--- src/rtl/dihr_defines.svh ---
// Timing constants and reset levels for the dual input hold reset generator
`ifndef DIHR_DEFINES_SVH
`define DIHR_DEFINES_SVH

// System clock rate in kHz (25 MHz)
`define DIHR_CLK_KHZ 25000

// Factory hold timeout options in milliseconds, nominal values
`define DIHR_HOLD_MS_0 500
`define DIHR_HOLD_MS_1 1000
`define DIHR_HOLD_MS_2 1500
`define DIHR_HOLD_MS_3 2000
`define DIHR_HOLD_MS_4 2500
`define DIHR_HOLD_MS_5 3000
`define DIHR_HOLD_MS_6 4000
`define DIHR_HOLD_MS_7 5000

// Reset pulse width options in microseconds, short and long variant
`define DIHR_PULSE_SHORT_US 2200
`define DIHR_PULSE_LONG_US 70000

// Accelerated test mode timing in microseconds
`define DIHR_TEST_DELAY_US 250
`define DIHR_TEST_WINDOW_US 35

// Number of test clock pulses that confirm test mode entry
`define DIHR_TEST_PULSES 8

// Idle level of both manual inputs, used as synchroniser reset value
`define DIHR_PIN_IDLE 1'b1

`endif

--- src/rtl/dihr_pkg.sv ---
// Types and helper functions shared by the hold reset generator files
`include "dihr_defines.svh"

package dihr_pkg;

   // Levels of the two manual inputs travelling together
   typedef struct packed {
      logic a;
      logic b;
   } dihr_pins_type;

   // Main sequencer states, one-hot
   typedef enum logic [5:0] {
      DIHR_IDLE  = 6'h01,
      DIHR_HOLD  = 6'h02,
      DIHR_PULSE = 6'h04,
      DIHR_LATCH = 6'h08,
      DIHR_TWAIT = 6'h10,
      DIHR_SPARE = 6'h20
   } dihr_state_type;

   // Nominal hold timeout in ms for a factory option index
   function automatic int unsigned dihr_hold_ms(input int unsigned sel);
      case (sel)
         0: dihr_hold_ms = `DIHR_HOLD_MS_0;
         1: dihr_hold_ms = `DIHR_HOLD_MS_1;
         2: dihr_hold_ms = `DIHR_HOLD_MS_2;
         3: dihr_hold_ms = `DIHR_HOLD_MS_3;
         4: dihr_hold_ms = `DIHR_HOLD_MS_4;
         5: dihr_hold_ms = `DIHR_HOLD_MS_5;
         6: dihr_hold_ms = `DIHR_HOLD_MS_6;
         default: dihr_hold_ms = `DIHR_HOLD_MS_7;
      endcase
   endfunction : dihr_hold_ms

   // Microseconds to clock cycles, rounded up, at least one cycle
   function automatic int unsigned dihr_us_to_cyc_up(input int unsigned us);
      int unsigned cyc;
      cyc = (us * `DIHR_CLK_KHZ + 999) / 1000;
      dihr_us_to_cyc_up = (cyc == 0) ? 1 : cyc;
   endfunction : dihr_us_to_cyc_up

endpackage : dihr_pkg

--- src/rtl/dihr_sync.sv ---
// Three-stage synchroniser with agreement filter for the manual inputs
`timescale 1ns/10ps
`include "dihr_defines.svh"

module dihr_sync
(
   input wire logic sys_clk,
   input wire logic rst,
   input wire dihr_pkg::dihr_pins_type pins_raw,
   output dihr_pkg::dihr_pins_type pins_clean
);

   // Synchroniser chain stages
   dihr_pkg::dihr_pins_type stage1;
   dihr_pkg::dihr_pins_type stage2;
   dihr_pkg::dihr_pins_type stage3;
   // Next filtered level
   dihr_pkg::dihr_pins_type next_pins_clean;

   // Filtered level moves only when stages two and three agree
   always_comb
   begin
      next_pins_clean = pins_clean;
      if (stage2.a == stage3.a)
      begin
         next_pins_clean.a = stage3.a;
      end
      if (stage2.b == stage3.b)
      begin
         next_pins_clean.b = stage3.b;
      end
   end

   // Chain and filtered level; idle high after reset
   always_ff @(posedge sys_clk or posedge rst)
   begin
      if (rst)
      begin
         stage1 <= {`DIHR_PIN_IDLE, `DIHR_PIN_IDLE};
         stage2 <= {`DIHR_PIN_IDLE, `DIHR_PIN_IDLE};
         stage3 <= {`DIHR_PIN_IDLE, `DIHR_PIN_IDLE};
         pins_clean <= {`DIHR_PIN_IDLE, `DIHR_PIN_IDLE};
      end
      else
      begin
         stage1 <= pins_raw;
         stage2 <= stage1;
         stage3 <= stage2;
         pins_clean <= next_pins_clean;
      end
   end

endmodule : dihr_sync

--- src/rtl/dihr_top.sv ---
// Dual input hold reset generator with accelerated test mode
`timescale 1ns/10ps
`include "dihr_defines.svh"

module dihr_top
#(
   // Factory hold timeout option, 0 to 7
   parameter int unsigned HOLD_SEL = 0,
   // Long pulse variant when 1, short variant when 0
   parameter int unsigned LONG_PULSE = 0,
   // Hold timeout in clock cycles
   parameter int unsigned HOLD_TIMEOUT_CYC =
      dihr_pkg::dihr_hold_ms(HOLD_SEL) * `DIHR_CLK_KHZ,
   // Reset pulse width in clock cycles
   parameter int unsigned PULSE_WIDTH_CYC = dihr_pkg::dihr_us_to_cyc_up(
      (LONG_PULSE != 0) ? `DIHR_PULSE_LONG_US : `DIHR_PULSE_SHORT_US),
   // Test mode delay in clock cycles
   parameter int unsigned TEST_DELAY_CYC =
      dihr_pkg::dihr_us_to_cyc_up(`DIHR_TEST_DELAY_US)
)
(
   input wire logic sys_clk,
   input wire logic rst,
   input wire logic manual_input_a_n,
   input wire logic manual_input_b_n,
   output logic reset_line_out,
   output logic reset_line_oe,
   output logic accelerated_timer_test_mode
);

   // Entry window is a longest time: rounded down
   localparam int unsigned TEST_WINDOW_CYC =
      (`DIHR_TEST_WINDOW_US * `DIHR_CLK_KHZ) / 1000;
   // Required count of test clock pulses
   localparam logic [3:0] TEST_PULSES = 4'(`DIHR_TEST_PULSES);
   // Last count values of each timed phase
   localparam logic [31:0] HOLD_LAST = 32'(HOLD_TIMEOUT_CYC - 1);
   localparam logic [31:0] PULSE_LAST = 32'(PULSE_WIDTH_CYC - 1);
   localparam logic [31:0] TDELAY_LAST = 32'(TEST_DELAY_CYC - 1);
   localparam logic [15:0] WINDOW_LAST = 16'(TEST_WINDOW_CYC - 1);

   // Raw pin levels and their clean synchronised copy
   dihr_pkg::dihr_pins_type pins_raw;
   dihr_pkg::dihr_pins_type pins;
   // Previous clean levels for edge detection
   dihr_pkg::dihr_pins_type pins_prev;

   // Main sequencer state and its phase counter
   dihr_pkg::dihr_state_type state;
   dihr_pkg::dihr_state_type next_state;
   logic [31:0] cnt;
   logic [31:0] next_cnt;

   // Test entry detector state
   logic win_run;
   logic next_win_run;
   logic [15:0] win_cnt;
   logic [15:0] next_win_cnt;
   logic [3:0] edge_cnt;
   logic [3:0] next_edge_cnt;
   logic test_hit;
   logic next_test_hit;

   // Registered outputs
   logic next_reset_line_oe;
   logic next_test_mode;

   // Decoded conditions on clean levels
   logic both_low;
   logic both_high;
   logic fall_a;
   logic fall_b;
   logic rise_b;

   // Pins enter as active-low levels; b has its pull-up outside
   assign pins_raw = '{a: manual_input_a_n, b: manual_input_b_n};

   // Synchronise both inputs before any use
   dihr_sync u_sync
   (
      .sys_clk(sys_clk),
      .rst(rst),
      .pins_raw(pins_raw),
      .pins_clean(pins)
   );

   // Level and edge decode of the clean inputs
   always_comb
   begin
      both_low = !pins.a && !pins.b;
      both_high = pins.a && pins.b;
      fall_a = pins_prev.a && !pins.a;
      fall_b = pins_prev.b && !pins.b;
      rise_b = !pins_prev.b && pins.b;
   end

   // Previous levels start at idle high, so reset gives no edge
   always_ff @(posedge sys_clk or posedge rst)
   begin
      if (rst)
      begin
         pins_prev <= {`DIHR_PIN_IDLE, `DIHR_PIN_IDLE};
      end
      else
      begin
         pins_prev <= pins;
      end
   end

   // Test entry detector: counts b pulses while a is low
   always_comb
   begin
      next_win_run = win_run;
      next_win_cnt = win_cnt;
      next_edge_cnt = edge_cnt;
      next_test_hit = 1'b0;
      if (pins.a || state == dihr_pkg::DIHR_TWAIT || state == dihr_pkg::DIHR_PULSE)
      begin
         // Input a high, test delay running or pulse active: detector idle
         next_win_run = 1'b0;
         next_win_cnt = '0;
         next_edge_cnt = '0;
      end
      else if (!win_run)
      begin
         // First b fall after a went low opens the window
         if (fall_b)
         begin
            next_win_run = 1'b1;
            next_win_cnt = '0;
            next_edge_cnt = '0;
         end
      end
      else if (rise_b && edge_cnt == TEST_PULSES - 4'h1)
      begin
         // Eighth rise inside the window confirms test mode
         next_test_hit = 1'b1;
         next_win_run = 1'b0;
         next_edge_cnt = '0;
      end
      else if (win_cnt == WINDOW_LAST)
      begin
         // Window ran out: stay in normal operation
         next_win_run = 1'b0;
         next_edge_cnt = '0;
      end
      else
      begin
         // Window running: count cycles and b rises
         next_win_cnt = win_cnt + 16'h0001;
         if (rise_b)
         begin
            next_edge_cnt = edge_cnt + 4'h1;
         end
      end
   end

   // Test entry detector registers
   always_ff @(posedge sys_clk or posedge rst)
   begin
      if (rst)
      begin
         win_run <= 1'b0;
         win_cnt <= '0;
         edge_cnt <= '0;
         test_hit <= 1'b0;
      end
      else
      begin
         win_run <= next_win_run;
         win_cnt <= next_win_cnt;
         edge_cnt <= next_edge_cnt;
         test_hit <= next_test_hit;
      end
   end

   // Main sequencer: hold count, pulse, latch and test delay
   always_comb
   begin
      next_state = state;
      next_cnt = cnt + 32'h0000_0001;
      case (state)
         dihr_pkg::DIHR_IDLE:
         begin
            next_cnt = '0;
            if (test_hit)
            begin
               // Test confirmed: begin the fixed delay
               next_state = dihr_pkg::DIHR_TWAIT;
            end
            else if (both_low)
            begin
               // Last input to go low starts the count
               next_state = dihr_pkg::DIHR_HOLD;
            end
         end
         dihr_pkg::DIHR_HOLD:
         begin
            if (test_hit)
            begin
               next_state = dihr_pkg::DIHR_TWAIT;
               next_cnt = '0;
            end
            else if (!both_low)
            begin
               // Early release clears the count
               next_state = dihr_pkg::DIHR_IDLE;
               next_cnt = '0;
            end
            else if (fall_a || fall_b)
            begin
               // A fresh falling edge restarts the count
               next_cnt = '0;
            end
            else if (cnt == HOLD_LAST)
            begin
               // Factory timeout reached
               next_state = dihr_pkg::DIHR_PULSE;
               next_cnt = '0;
            end
         end
         dihr_pkg::DIHR_PULSE:
         begin
            if (cnt == PULSE_LAST)
            begin
               // Pulse done; both low means wait for a release
               next_state = both_low ? dihr_pkg::DIHR_LATCH : dihr_pkg::DIHR_IDLE;
               next_cnt = '0;
            end
         end
         dihr_pkg::DIHR_LATCH:
         begin
            next_cnt = '0;
            if (test_hit)
            begin
               next_state = dihr_pkg::DIHR_TWAIT;
            end
            else if (!both_low)
            begin
               // A release re-arms the hold timer
               next_state = dihr_pkg::DIHR_IDLE;
            end
         end
         dihr_pkg::DIHR_TWAIT:
         begin
            if (both_high)
            begin
               // Both inputs high leave test mode at once
               next_state = dihr_pkg::DIHR_IDLE;
               next_cnt = '0;
            end
            else if (cnt == TDELAY_LAST)
            begin
               // Fixed test delay ends with a normal pulse
               next_state = dihr_pkg::DIHR_PULSE;
               next_cnt = '0;
            end
         end
         default:
         begin
            next_state = dihr_pkg::DIHR_IDLE;
            next_cnt = '0;
         end
      endcase
      // Output pin pulled low only during a pulse
      next_reset_line_oe = (next_state == dihr_pkg::DIHR_PULSE);
      // Test mode flag drops once the test pulse starts
      next_test_mode = (next_state == dihr_pkg::DIHR_TWAIT);
   end

   // Main sequencer registers; idle and released after reset
   always_ff @(posedge sys_clk or posedge rst)
   begin
      if (rst)
      begin
         state <= dihr_pkg::DIHR_IDLE;
         cnt <= '0;
         reset_line_oe <= 1'b0;
         reset_line_out <= 1'b0;
         accelerated_timer_test_mode <= 1'b0;
      end
      else
      begin
         state <= next_state;
         cnt <= next_cnt;
         reset_line_oe <= next_reset_line_oe;
         // Open drain: the driven level is always low
         reset_line_out <= 1'b0;
         accelerated_timer_test_mode <= next_test_mode;
      end
   end

endmodule : dihr_top

--- config.mk ---
export PLATFORM = sky130hd
export DESIGN_NAME = dihr_top
export DESIGN_NICKNAME = d
export VERILOG_FILES = /design/src/rtl/dihr_pkg.sv /design/src/rtl/dihr_sync.sv /design/src/rtl/dihr_top.sv
export VERILOG_INCLUDE_DIRS = /design/src /design/src/rtl
export SDC_FILE = /design/constraint.sdc
export NUM_CORES = 1
export LEC_CHECK = 0
export BUFFER_PORTS_ARGS = -buffer_cell sky130_fd_sc_hd__buf_4
export CORE_MARGIN = 2
export CORE_UTILIZATION = 30
export DETAILED_ROUTE_END_ITERATION = 12
export GPL_ROUTABILITY_DRIVEN = 0
export MAX_ROUTING_LAYER = met4
export REMOVE_ABC_BUFFERS = 1
export SLEW_MARGIN = 20
export SYNTH_ARGS = -nofsm -noshare
export SYNTH_HDL_FRONTEND = slang
export SYNTH_SLANG_ARGS = --single-unit
--- constraint.sdc ---
create_clock -name sys_clk -period 2.5 [get_ports sys_clk]
set_clock_uncertainty 0.15 [all_clocks]
set_input_delay 0.375 -clock sys_clk [delete_from_list [all_inputs] [get_ports sys_clk]]
set_output_delay 0.375 -clock sys_clk [all_outputs]
set_load 0.05 [all_outputs]
==> results.md <==
* Vias post-DR at 2996
* Setup Slack @ Placement at -274 ps
* Post-Syn Instances at 383
* CP Launch Point: cnt[28]$_DFF_PP0_
* Vias in the first global route at 2828
* Std-Cell Rows at 40
* Final setup margin at -210 ps
* Max IR drop VDD at 0.287 mV
* Outcome: complete, but fails checks
* Die area at 13300 um^2
* Adder-cell area share of the yosys netlist at 0.0221
* Unrepaired setup endpoints after global routing: true
* Initial antenna violation count at 0
* Setup TNS Final at -6080 ps
* Ys Warns at 0
* CP max FO at 9
* Failing checks: setup timing
* Initial Util at 0.309
* Area contributors post-synth: dfrtp_1 41%, dfstp_2 7.8%, xnor2_1 6.1%, nor2_1 4.1%, nand3_1 2.8%
* CP max stage cell: or4_4
* Flops & latches, synth at 72
* Die height at 115 um
* Leading cell type in the layout, fill and taps excluded: dfrtp_1
* Grt ovf at 0
* Min Tclk post-route at 2710 ps
* Post-synthesis cell type count at 52
* Commonest cells after routing, fill and taps aside: 61 x dfrtp_1, 41 x buf_4, 34 x nor2_1, 26 x xnor2_1, 21 x nand3_1
* Final worst path period share at 1.08
* Post-synthesis compound-gate area fraction at 0.0879
* Inserted Diodes at 0
* Max Cap Violations at 0
* Worst R2R Start: cnt[28]$_DFF_PP0_
* Share of cells above drive strength 1 at 0.244
* Area leader, netlist: dfrtp_1
* Antenna viol nets, final at 0
* PortBufs at 5
* DRT iter0 DRCs at 164
* Total core area at 12100 um^2
* CP Buf/Inv Count at 2
* P&R area growth vs syn at 24.9%
* Max incr delay on CP at 590 ps
* Synth top area share at 0.409
* Cell family with most CP delay: simple AND/OR/NAND/NOR gates
* Sequential element share of the synthesized area at 0.487
* Fill count at 1199
* Fin. Hold Viols at 0
* Synth async-reset ratio at 1.00
* Worst Max-Slew Pin Slew at 545 ps
* Setup violators final at 33
* Footprint of the multi-input gates at 1830 um^2
* Final Power at 2.60 mW
* Post-synthesis xor/xnor area fraction at 0.0893
* Hold Path End: u_sync.stage2[1]$_DFF_PP1_
* Cell mode on critical path: or4_4
* Max-slew headroom at 0.636
* Via-per-instance ratio at 4.94
* Dominant synthesized flop cell: dfrtp_1
* Hold path start: u_sync.stage1[1]$_DFF_PP1_
* GRT Overall Usage at 0.135
* R2R depth at 7
* Worst setup EP type: flip-flop
* Post-Synth Simple-Gate Area at 0.273
* Clk slew on worst S/H paths at 60 ps
* Design area at 4660 um^2
* Final HPWL DP at 5.45 mm
* Post-synthesis mux area share at 0
* Reg-to-reg slack, setup at -210 ps
* Routed wire per std cell at 13.3 um
* Max-slew violation count at 0
* Clock tree from TritonCTS: built
* CP required at 2570 ps
* Worst-Skew Late Latency at 330 ps
* Critical path startpoint category: flip-flop
* Die X at 115 um
* Mean Syn Cell Area at 9.74 um^2
* 1st-pass router iterations at 4
* Crit path kind: flip-flop to flip-flop
* Clk root buf: clkbuf_16
* Largest net degree at the start of global routing at 33
* Pwr/cell area at 557 nW/um^2
* Post-DP Area at 4170 um^2
* Final wirelength at 8.06 mm
* WP data arrival at 2780 ps
* Ports at 7
* Cell Chain, Critical Path: or4_4 -> or4_4 -> o31a_4 -> a211oi_4 -> buf_6 -> buf_8 -> nor2_1
* H-tree levels at 3
* DR DRC count at 0
* Post-synth EDFFs at 0
* CTS sink cnt at 72
* TritonCTS Buffers at 9
* HP Class: flip-flop to flip-flop
* F_max at 369 MHz
* First-pass GRT wire length at 13.8 mm
* Hold depth at 0
* Reg-to-reg endpoint: cnt[21]$_DFF_PP0_
* Final #Nets at 442
* FF/Latch Area at 1820 um^2
* Final Util at 0.386
* CTS max path bufs at 2
* Main combinational cell family by area after synthesis: simple AND/OR/NAND/NOR gates
* Static leakage at 1.83 nW
* Synth Cell Area at 3730 um^2
-- layout make-up --
| type | count | area share |
|---|---|---|
| multi-input combinational | 281 | 0.392 |
| sequential | 72 | 0.390 |
| timing repair buffer | 51 | 0.0972 |
| clock buffer | 13 | 0.0580 |
| tap | 168 | 0.0451 |
| inverter | 18 | 0.0145 |
| clock inverter | 3 | 0.00322 |
-- per-layer routing --
layer,up-vias,track usage,wire [um],share of wire
met1,1467,0.192,4000,0.50
met2,55,0.192,3660,0.45
met5,-,-,0,0
met4,0,0.0482,119,0.015
li1,1467,-,-,-
met3,7,0.0256,274,0.034
-- synth_stat cells (2+ instances only) --
cell      instances
nand2_1          20
nor4_1           13
maj3_1            2
o31ai_1           4
o31a_2            2
and3_1            3
inv_1            18
nor2_1           41
o22ai_1           4
ha_1              5
o21ai_0          12
buf_6             2
or4_4             3
a21oi_1          15
nor3_1           16
nor2_2           11
clkbuf_1          9
nand3b_1          3
nand2b_1          5
nand4_1          10
xor2_1           12
dfrtp_1          61
nand3_1          21
nor2b_1           2
a21o_2            2
dfstp_2          11
or4_1             7
and4_1            8
xnor2_1          26
nand4b_1          2
and2_1            2
or3_1            11
-- timing repair --
item                                   CTS  global route
setup buffers                            4             3
setup endpoints to repair               32            34
gates cloned                             3             0
resized for setup                       19             7
pin swaps                               15             6
hold buffers                             3             0
endpoints found under the hold margin   18             0
-- power by group --
| group | leakage [nW] | internal, mW | switching (mW) |
|---|---|---|---|
| Sequential | 0.964 | 1.20 | 0.0263 |
| Clock | 0.145 | 0.748 | 0.468 |
| Combinational | 0.717 | 0.0581 | 0.0941 |
| Total | 1.83 | 2.01 | 0.588 |
-- worst max path at each step --
stage / end / depth (start not counted)
after CTS: cnt[8]$_DFF_PP0_ / 7
after floorplan: cnt[10]$_DFF_PP0_ / 5
after detailed placement: cnt[25]$_DFF_PP0_ / 6
after global routing: cnt[24]$_DFF_PP0_ / 7
after global placement: cnt[18]$_DFF_PP0_ / 6
final: cnt[21]$_DFF_PP0_ / 7
-- cell families (layout without fill, tap and decap cells) --
kind of cell,after synthesis,count (layout)
AND/OR/NAND/NOR,184,184
flip-flops,72,72
AO/OA/AOI/OAI,50,50
XOR/XNOR,38,38
buffers and inverters,31,85
adder cells (fa/ha/maj),7,7
other,1,2
-- flip-flops by register name, indices dropped and copies added (netlist names) --
register,count
test_hit,1
win_cnt,16
win_run,1
u_sync.stage1,2
accelerated_timer_test_mode,1
u_sync.stage2,2
pins_prev,2
state,6
edge_cnt,4
cnt,32
u_sync.pins_clean,2
u_sync.stage3,2
reset_line_oe,1
-- through the flow --
stage | std cells | hold WS [ps]
finish | 606 | 207
global route | 606 | 211
CTS | 604 | 207
detailed placement | 578 | 199
global placement | 578 | 198
floorplan | 371 | 195
Note: power is estimated with default switching activity, not from simulation.
